## config.mk

```make
export PLATFORM = sky130hd
export DESIGN_NAME = ispc_top
export DESIGN_NICKNAME = d
export VERILOG_FILES = /design/src/design/ispc_pkg.sv /design/src/design/ispc_top.sv
export VERILOG_INCLUDE_DIRS = /design/src /design/src/design
export SDC_FILE = /design/constraint.sdc
export NUM_CORES = 1
export LEC_CHECK = 0
export BUFFER_PORTS_ARGS = -buffer_cell sky130_fd_sc_hd__clkbuf_2
export CAP_MARGIN = 0
export CORE_UTILIZATION = 40
export CTS_CLUSTER_SIZE = 28
export DETAILED_ROUTE_END_ITERATION = 16
export PLACE_DENSITY = 0.79
export SKIP_CTS_REPAIR_TIMING = 1
export SYNTH_ARGS = -nofsm -noshare
export SYNTH_HDL_FRONTEND = slang
export SYNTH_SLANG_ARGS = --single-unit
```

## constraint.sdc

```tcl
create_clock -name sys_clk -period 2.1 [get_ports sys_clk]
set_input_delay 0 -clock sys_clk [delete_from_list [all_inputs] [get_ports sys_clk]]
set_output_delay 0 -clock sys_clk [all_outputs]
set_load 0.01 [all_outputs]
```

## src/design/ispc_cfg.svh

```systemverilog
// Register offsets, bit positions and timing constants for the ISP control block
`ifndef ISPC_CFG_SVH
`define ISPC_CFG_SVH
`define ISPC_PROG_CONTROL_OFF 8'h9f
`define ISPC_PC_ADDR 12'h27c
`define ISPC_IDLE_ADDR 12'h280
`define ISPC_TIMER_ADDR 12'h284
`define ISPC_STATUS_ADDR 12'h288
`define ISPC_BIT_RESET 7
`define ISPC_BIT_EXEC_STAT 5
`define ISPC_BIT_FETCH_SEL 1
`define ISPC_BIT_PROG_EN 0
`define ISPC_BIT_REQ 0
`define ISPC_WMASK 8'h83
`define ISPC_SOFT_RESET_VAL 8'h83
`define ISPC_RESET_PULSE_CYC 4'h4
`define ISPC_RESP_OKAY 2'h0
`define ISPC_RESP_SLVERR 2'h2
`endif

```

## src/design/ispc_pkg.sv

```systemverilog
// Types for the ISP control block
package ispc_pkg;
	typedef enum logic [3:0] {
		ISPC_RUN = 4'h1,
		ISPC_IDLE = 4'h2,
		ISPC_FLASH_OP = 4'h4,
		ISPC_RESET = 4'h8
	} ispc_state_e;
endpackage

```

## src/design/ispc_top.sv

```systemverilog
// ISP control register, software reset sequencer and idle/flash-op steering
//
// Chosen here: register access over AXI4-Lite.
`timescale 1ns/1ns
`include "ispc_cfg.svh"
module ispc_top
	import ispc_pkg::*;
(
	// Clock and reset
	input wire logic sys_clk,
	input wire logic rst_n,
	// AXI4-Lite write address
	input wire logic [11:0] s_axi_awaddr,
	input wire logic s_axi_awvalid,
	output logic s_axi_awready,
	// AXI4-Lite write data
	input wire logic [31:0] s_axi_wdata,
	input wire logic [3:0] s_axi_wstrb,
	input wire logic s_axi_wvalid,
	output logic s_axi_wready,
	// AXI4-Lite write response
	output logic [1:0] s_axi_bresp,
	output logic s_axi_bvalid,
	input wire logic s_axi_bready,
	// AXI4-Lite read address
	input wire logic [11:0] s_axi_araddr,
	input wire logic s_axi_arvalid,
	output logic s_axi_arready,
	// AXI4-Lite read data
	output logic [31:0] s_axi_rdata,
	output logic [1:0] s_axi_rresp,
	output logic s_axi_rvalid,
	input wire logic s_axi_rready,
	// Device side pins
	input wire logic hw_reboot_pin,
	input wire logic timer_expire_pin,
	output logic device_reset,
	output logic loader_fetch,
	output logic prog_mode,
	output logic cpu_idle,
	output logic flash_op_start
);

	function automatic logic [31:0] ispc_byte(input logic [7:0] v);
		ispc_byte = {24'h000000, v};
	endfunction

	// Pin synchronisers
	logic reboot_s1, reboot_s2, tmo_s1, tmo_s2;
	logic next_reboot_s1, next_reboot_s2, next_tmo_s1, next_tmo_s2;

	// Register state
	logic reset_bit, fetch_sel, prog_en, exec_stat, timer_run;
	logic next_reset_bit, next_fetch_sel, next_prog_en, next_exec_stat, next_timer_run;
	ispc_state_e state, next_state;
	logic [3:0] rst_cnt, next_rst_cnt;
	logic device_reset_q, loader_fetch_q, prog_mode_q, cpu_idle_q, flash_op_q;
	logic next_device_reset, next_loader_fetch, next_prog_mode, next_cpu_idle, next_flash_op;

	// Bus state
	logic [11:0] aw_addr, next_aw_addr;
	logic aw_have, w_have, next_aw_have, next_w_have;
	logic [31:0] w_data, next_w_data;
	logic [3:0] w_strb, next_w_strb;
	logic bvalid, next_bvalid, rvalid, next_rvalid;
	logic [1:0] bresp, next_bresp, rresp, next_rresp;
	logic [31:0] rdata, next_rdata;
	logic awready_q, wready_q, arready_q;
	logic next_awready, next_wready, next_arready;

	logic do_write;
	logic [7:0] wbyte;

	// Pins are asynchronous to sys_clk; logic reads only the second stage
	always_comb begin
		next_reboot_s1 = hw_reboot_pin;
		next_reboot_s2 = reboot_s1;
		next_tmo_s1 = timer_expire_pin;
		next_tmo_s2 = tmo_s1;
	end

	// Bus channel capture: address and data taken in either order
	always_comb begin
		next_aw_addr = aw_addr;
		next_aw_have = aw_have;
		next_w_data = w_data;
		next_w_strb = w_strb;
		next_w_have = w_have;
		next_bvalid = bvalid;
		next_bresp = bresp;
		next_rvalid = rvalid;
		next_rresp = rresp;
		next_rdata = rdata;
		do_write = 1'b0;
		wbyte = w_data[7:0];
		if (s_axi_awvalid && awready_q) begin
			next_aw_addr = s_axi_awaddr;
			next_aw_have = 1'b1;
		end
		if (s_axi_wvalid && wready_q) begin
			next_w_data = s_axi_wdata;
			next_w_strb = s_axi_wstrb;
			next_w_have = 1'b1;
		end
		if (aw_have && w_have && !bvalid) begin
			do_write = 1'b1;
			next_aw_have = 1'b0;
			next_w_have = 1'b0;
			next_bvalid = 1'b1;
			next_bresp = (aw_addr[11:2] == 10'(`ISPC_PC_ADDR >> 2)) ? `ISPC_RESP_OKAY
				: (aw_addr[11:2] == 10'(`ISPC_IDLE_ADDR >> 2)) ? `ISPC_RESP_OKAY
				: (aw_addr[11:2] == 10'(`ISPC_TIMER_ADDR >> 2)) ? `ISPC_RESP_OKAY
				: `ISPC_RESP_SLVERR;
		end
		if (bvalid && s_axi_bready) begin
			next_bvalid = 1'b0;
		end
		if (s_axi_arvalid && arready_q) begin
			next_rvalid = 1'b1;
			next_rresp = `ISPC_RESP_OKAY;
			unique case (s_axi_araddr[11:2])
				10'(`ISPC_PC_ADDR >> 2): begin
					// Bit 7 reads as reboot mode, not the written trigger
					next_rdata = ispc_byte({reboot_s2, 1'b0, exec_stat, 3'h0, fetch_sel, prog_en});
				end
				10'(`ISPC_STATUS_ADDR >> 2): begin
					next_rdata = ispc_byte({4'h0, state});
				end
				10'(`ISPC_IDLE_ADDR >> 2), 10'(`ISPC_TIMER_ADDR >> 2): begin
					next_rdata = ispc_byte({6'h00, timer_run, cpu_idle_q});
				end
				default: begin
					next_rdata = 32'h00000000;
					next_rresp = `ISPC_RESP_SLVERR;
				end
			endcase
		end else if (rvalid && s_axi_rready) begin
			next_rvalid = 1'b0;
		end
		// Readies are registered so every bus output comes from a flop;
		// the capture tests above use the same flops, so handshake and capture agree
		next_awready = !next_aw_have && !next_bvalid;
		next_wready = !next_w_have && !next_bvalid;
		next_arready = !next_rvalid;
	end

	// Control register, idle/flash-op steering and reset sequencer
	always_comb begin
		next_reset_bit = reset_bit;
		next_fetch_sel = fetch_sel;
		next_prog_en = prog_en;
		next_exec_stat = exec_stat;
		next_timer_run = timer_run;
		next_state = state;
		next_rst_cnt = rst_cnt;
		next_flash_op = 1'b0;
		if (do_write && w_strb[0] && aw_addr[11:2] == 10'(`ISPC_PC_ADDR >> 2)) begin
			next_reset_bit = wbyte[`ISPC_BIT_RESET];
			next_fetch_sel = wbyte[`ISPC_BIT_FETCH_SEL];
			next_prog_en = wbyte[`ISPC_BIT_PROG_EN];
		end
		unique case (state)
			ISPC_RUN: begin
				if (do_write && w_strb[0] && aw_addr[11:2] == 10'(`ISPC_IDLE_ADDR >> 2)
					&& wbyte[`ISPC_BIT_REQ]) begin
					// Idle request becomes a flash op while in programming mode
					if (prog_en) begin
						next_state = ISPC_FLASH_OP;
						next_flash_op = 1'b1;
					end else begin
						next_state = ISPC_IDLE;
					end
				end else if (reset_bit && !(fetch_sel && prog_en)) begin
					// Plain trigger resets at once; 0x83 waits for the timer
					next_rst_cnt = `ISPC_RESET_PULSE_CYC;
					next_state = ISPC_RESET;
				end
			end
			ISPC_IDLE: begin
				if (timer_run && tmo_s2) begin
					next_rst_cnt = `ISPC_RESET_PULSE_CYC;
					next_state = reset_bit ? ISPC_RESET : ISPC_RUN;
					next_timer_run = 1'b0;
				end
			end
			ISPC_FLASH_OP: begin
				// One-cycle launch, then idle waits only for the timer expiry
				next_state = ISPC_IDLE;
			end
			ISPC_RESET: begin
				next_rst_cnt = rst_cnt - 4'h1;
				if (rst_cnt == 4'h1) begin
					// Back to initial state, trigger self-clears
					next_state = ISPC_RUN;
					next_reset_bit = 1'b0;
					next_prog_en = 1'b0;
					next_fetch_sel = 1'b0;
					next_timer_run = 1'b0;
					next_exec_stat = 1'b0;
				end
			end
		endcase
		// Placed after the sequencer so a timer start landing with the expiry wins
		if (do_write && w_strb[0] && aw_addr[11:2] == 10'(`ISPC_TIMER_ADDR >> 2)) begin
			next_timer_run = wbyte[`ISPC_BIT_REQ];
		end
		if (state != ISPC_RESET) begin
			next_exec_stat = fetch_sel;
		end
		next_device_reset = (next_state == ISPC_RESET);
		next_loader_fetch = next_fetch_sel;
		next_prog_mode = next_prog_en;
		next_cpu_idle = (next_state == ISPC_IDLE) || (next_state == ISPC_FLASH_OP);
	end

	always_ff @(posedge sys_clk) begin
		if (!rst_n) begin
			reboot_s1 <= 1'b0;
			reboot_s2 <= 1'b0;
			tmo_s1 <= 1'b0;
			tmo_s2 <= 1'b0;
			reset_bit <= 1'b0;
			fetch_sel <= 1'b0;
			prog_en <= 1'b0;
			exec_stat <= 1'b0;
			timer_run <= 1'b0;
			state <= ISPC_RUN;
			rst_cnt <= 4'h0;
			device_reset_q <= 1'b0;
			loader_fetch_q <= 1'b0;
			prog_mode_q <= 1'b0;
			cpu_idle_q <= 1'b0;
			flash_op_q <= 1'b0;
			aw_addr <= 12'h000;
			aw_have <= 1'b0;
			w_data <= 32'h00000000;
			w_strb <= 4'h0;
			w_have <= 1'b0;
			bvalid <= 1'b0;
			bresp <= 2'h0;
			rvalid <= 1'b0;
			rresp <= 2'h0;
			rdata <= 32'h00000000;
			awready_q <= 1'b1;
			wready_q <= 1'b1;
			arready_q <= 1'b1;
		end else begin
			reboot_s1 <= next_reboot_s1;
			reboot_s2 <= next_reboot_s2;
			tmo_s1 <= next_tmo_s1;
			tmo_s2 <= next_tmo_s2;
			reset_bit <= next_reset_bit;
			fetch_sel <= next_fetch_sel;
			prog_en <= next_prog_en;
			exec_stat <= next_exec_stat;
			timer_run <= next_timer_run;
			state <= next_state;
			rst_cnt <= next_rst_cnt;
			device_reset_q <= next_device_reset;
			loader_fetch_q <= next_loader_fetch;
			prog_mode_q <= next_prog_mode;
			cpu_idle_q <= next_cpu_idle;
			flash_op_q <= next_flash_op;
			aw_addr <= next_aw_addr;
			aw_have <= next_aw_have;
			w_data <= next_w_data;
			w_strb <= next_w_strb;
			w_have <= next_w_have;
			bvalid <= next_bvalid;
			bresp <= next_bresp;
			rvalid <= next_rvalid;
			rresp <= next_rresp;
			rdata <= next_rdata;
			awready_q <= next_awready;
			wready_q <= next_wready;
			arready_q <= next_arready;
		end
	end

	assign s_axi_awready = awready_q;
	assign s_axi_wready = wready_q;
	assign s_axi_arready = arready_q;
	assign s_axi_bvalid = bvalid;
	assign s_axi_bresp = bresp;
	assign s_axi_rvalid = rvalid;
	assign s_axi_rresp = rresp;
	assign s_axi_rdata = rdata;
	assign device_reset = device_reset_q;
	assign loader_fetch = loader_fetch_q;
	assign prog_mode = prog_mode_q;
	assign cpu_idle = cpu_idle_q;
	assign flash_op_start = flash_op_q;

endmodule

```

==> flow_summary.yaml <==
synth:
  synth.avg_cell_area_um2: 8.73
  synth-simple-area-share_pct: 30.0
  count_of_mapped_cells_out_of_synthesis: 281
  synth_area_um2: 2450
  synth_compound_gate_area_share_pct: 17.3
  ff_latch_count_synth: 49
  dominant_combinational_cell_family_by_area_after_synthesis: "simple AND/OR/NAND/NOR gates"
  yosys.area_share.xor_xnor_pct: 0.357
  yosys.area_share.adder_pct: 1.02
  yosysWarningCount: 0
  synth_async_sr_flop_share_pct: 0
  muxShareOfSynthArea_pct: 0
  synth_flop_cell: "sky130_fd_sc_hd__dfxtp_1"
  number_of_enable_type_register_cells_in_the_synthesized_netlist: 0
  synth.yosys.seq_area_share_pct: 40.0
  number_of_distinct_library_cells_after_synthesis: 55
setup_path:
  critPathLaunchType: "flip-flop"
  r2r_start: "state[1]$_SDFF_PN0_"
  regToRegSetupSlack_ps: 280
  required_ps: 2280
  worst_ep_arrival_time_ps: 1990
  reg2reg_capture_point: "device_reset$_SDFF_PN0_"
  top_fanout_value_on_the_critical_path: 12
  reg2regPathDepth: 5
  crit_path_end_kind: "flip-flop"
  timing_worst_setup_path_type: "reg -> reg"
pwr:
  ir_drop_uv: 355
  power_leakage_nw: 1.24
  comb_power_share_pct: 10.5
  power.share.switching_pct: 24.0
  powerDensity_nw_per_um2: 647
  clkPwrFrac_pct: 37.1
  power_report.internal_total_mw: 1.44
  switchingPower_uw: 455
  sequentialPowerShare_pct: 52.4
place:
  dp.cells: 396
  placed_area_um2: 2650
  port-buffer-count: 50
  dpl.hpwl_mm: 3.48
  place_congestion: 0.826
timing:
  fmaxAchievable_mhz: 551
  grt_setup_unrepaired: "no"
  final_hold_viol_count: 0
  clock-skew-final_ps: 15.2
  fin_crit_sh_pct: 86.5
  min_period_ps: 1820
  final-max-slew-violation-count: 0
  final-setup-viol-count: 0
  tns_ps: 0
  finalHoldWorstSlack_ps: 39.1
final_layout:
  final_nets: 415
  area.growth.synth_to_final_pct: 19.6
  drive_above_1_share_pct: 21.4
  diodes_inserted: 0
  final_design_area_no_fill_um2: 2930
  instances_no_fill: 420
  layout_filler_cell_count: 576
die:
  dieWidth_um: 80.3
  core-area_um2: 5920
  dieHeight_um: 80.3
  row_count: 28
  initial_util_pct: 41.4
  design.die.area_um2: 6450
  num_io_pins: 115
drt:
  totalWireLength_mm: 4.77
  route.met3.wl_um: 304
  drtPass1Iterations: 4
  met2RoutedLength_mm: 2.33
  drt_iter0_markers: 77
  detail_route.wirelength.met1_mm: 2.08
  vias: 2063
  remaining_drc_errors: 0
  topRoutingLayerUsed: "met4"
  drtAntennaViolNets: 0
  route.detailed.vias_per_inst: 4.91
  wl_per_cell_um: 11.3
clock_tree:
  clk_root_buffer_cell: "sky130_fd_sc_hd__clkbuf_8"
  clk_pin_slew_worst_paths_ps: 100
  cts_tree: "yes"
  ctsLongestPathBuffers: 2
  cts_num_sinks: 49
  htree_levels: 2
  insertion_delay_ps: 310
  cts_buffers: 5
hold_path:
  min_to: "s_axi_bvalid$_SDFF_PN0_"
  min-delay-start: "s_axi_bready"
  whs_path_depth: 3
  path_class_of_the_lowest_slack_min_delay_path: "in -> reg"
global_routing:
  first_pass_grt_wire_length_mm: 7.76
  gr-total-overflow: 0
  first_global_vias: 1808
  grtUsageTotal_pct: 15.3
  largest_net_degree_at_the_start_of_global_routing: 25
  antenna_found_initial: 0
outcome:
  run_status: "complete, no violations"
flow_run:
  max-cap-violations: 0
==> Yosys cell counts, types with 3 or more instances <==
master                     number  share of area [%]
sky130_fd_sc_hd__nand2b_1       4                1.0
sky130_fd_sc_hd__a21oi_1        9                1.8
sky130_fd_sc_hd__and2_1        11                2.8
sky130_fd_sc_hd__nor2b_1        5                1.3
sky130_fd_sc_hd__a21boi_1       5                1.5
sky130_fd_sc_hd__a21boi_0      17                5.2
sky130_fd_sc_hd__o21ai_0        6                1.2
sky130_fd_sc_hd__inv_1          5               0.76
sky130_fd_sc_hd__buf_4         28                8.6
sky130_fd_sc_hd__clkbuf_1       5               0.76
sky130_fd_sc_hd__nor2_1        16                2.4
sky130_fd_sc_hd__o211a_1        3                1.2
sky130_fd_sc_hd__nand3_1        9                1.8
sky130_fd_sc_hd__buf_2          4               0.82
sky130_fd_sc_hd__and4b_1        3                1.2
sky130_fd_sc_hd__dfxtp_1       49                 40
sky130_fd_sc_hd__nand2_1       51                7.8
sky130_fd_sc_hd__o21ai_1        3               0.61
sky130_fd_sc_hd__nor3_1         3               0.61
==> layout make-up <==
| class | instances | area (um^2) | area share, % |
|---|---|---|---|
| Multi-Input combinational cell | 215 | 1300 | 44.3 |
| Sequential cell | 49 | 981 | 33.4 |
| Timing Repair Buffer | 67 | 418 | 14.2 |
| Tap cell | 75 | 93.8 | 3.20 |
| Clock buffer | 6 | 82.6 | 2.81 |
| Clock inverter | 2 | 37.5 | 1.28 |
| Inverter | 6 | 22.5 | 0.768 |
==> worst max-delay path, stage by stage (launching register included) <==
cell and delay [ps]:
sky130_fd_sc_hd__dfxtp_1 430, sky130_fd_sc_hd__or4b_1 700, sky130_fd_sc_hd__o21ai_2 300, sky130_fd_sc_hd__a311oi_2 100, sky130_fd_sc_hd__nand2_1 100, sky130_fd_sc_hd__nor4_1 40
==> state kept, by name, summed over array words and instances, names as in the netlist, 3 cells and up <==
register	cells
rst_cnt	4
aw_addr	10
w_data	3
s_axi_rdata	6
state	4
==> worst max-delay path by stage <==
| stage | start | end | slack (ps) | cells after the start |
|---|---|---|---|---|
| floorplan | state[3]$_SDFF_PN0_ | device_reset$_SDFF_PN0_ | 550 | 7 |
| detailed placement | state[1]$_SDFF_PN0_ | device_reset$_SDFF_PN0_ | 320 | 5 |
| finish | state[1]$_SDFF_PN0_ | device_reset$_SDFF_PN0_ | 280 | 5 |
| CTS | state[1]$_SDFF_PN0_ | device_reset$_SDFF_PN0_ | 300 | 5 |
| global route | state[1]$_SDFF_PN0_ | cpu_idle$_SDFF_PN0_ | 140 | 5 |
| global placement | state[1]$_SDFF_PN0_ | device_reset$_SDFF_PN0_ | 340 | 5 |
==> per-stage QoR <==
stage	setup slack, ps	total power, mW	util (%)
after floorplan	553	1.16	-
after global placement	343	1.18	44.8
after detailed placement	320	1.19	44.8
after CTS	298	1.88	46.9
after global routing	136	1.97	49.6
final	284	1.90	49.6
==> metal layers <==
metal,global-route usage (%),vias up
met5,0,-
met4,5.54,0
met3,3.86,8
met2,27.5,83
met1,17.4,929
li1,-,1043
==> power by group through the flow <==
stage / combinational, mW / sequential, mW / clock, mW
3_3_place_gp: 0.171 / 1.01 / 0
5_1_grt: 0.224 / 1.00 / 0.749
6_report: 0.199 / 0.995 / 0.704
2_1_floorplan: 0.148 / 1.01 / 0
3_5_place_dp: 0.174 / 1.02 / 0
4_1_cts: 0.176 / 0.995 / 0.713
==> cells by family (layout without fill, tap and decap cells) <==
logic type | Yosys count | after routing
AND/OR/NAND/NOR | 127 | 127
AO/OA/AOI/OAI | 57 | 57
flip-flops | 49 | 49
buffers and inverters | 44 | 81
adder cells (fa/ha/maj) | 2 | 2
other | 1 | 28
XOR/XNOR | 1 | 1
==> cells in the final DEF, fill, tap and decap left out, types with 9 or more instances in the layout <==
master	count
sky130_fd_sc_hd__a21oi_1	9
sky130_fd_sc_hd__a21boi_0	17
sky130_fd_sc_hd__nor2_1	16
sky130_fd_sc_hd__and2_1	11
sky130_fd_sc_hd__nand3_1	9
sky130_fd_sc_hd__dfxtp_1	49
sky130_fd_sc_hd__nand2_1	51
sky130_fd_sc_hd__conb_1	28
sky130_fd_sc_hd__clkbuf_2	50
sky130_fd_sc_hd__dlygate4sd3_1	16
Power figures use the tool's default switching activity.
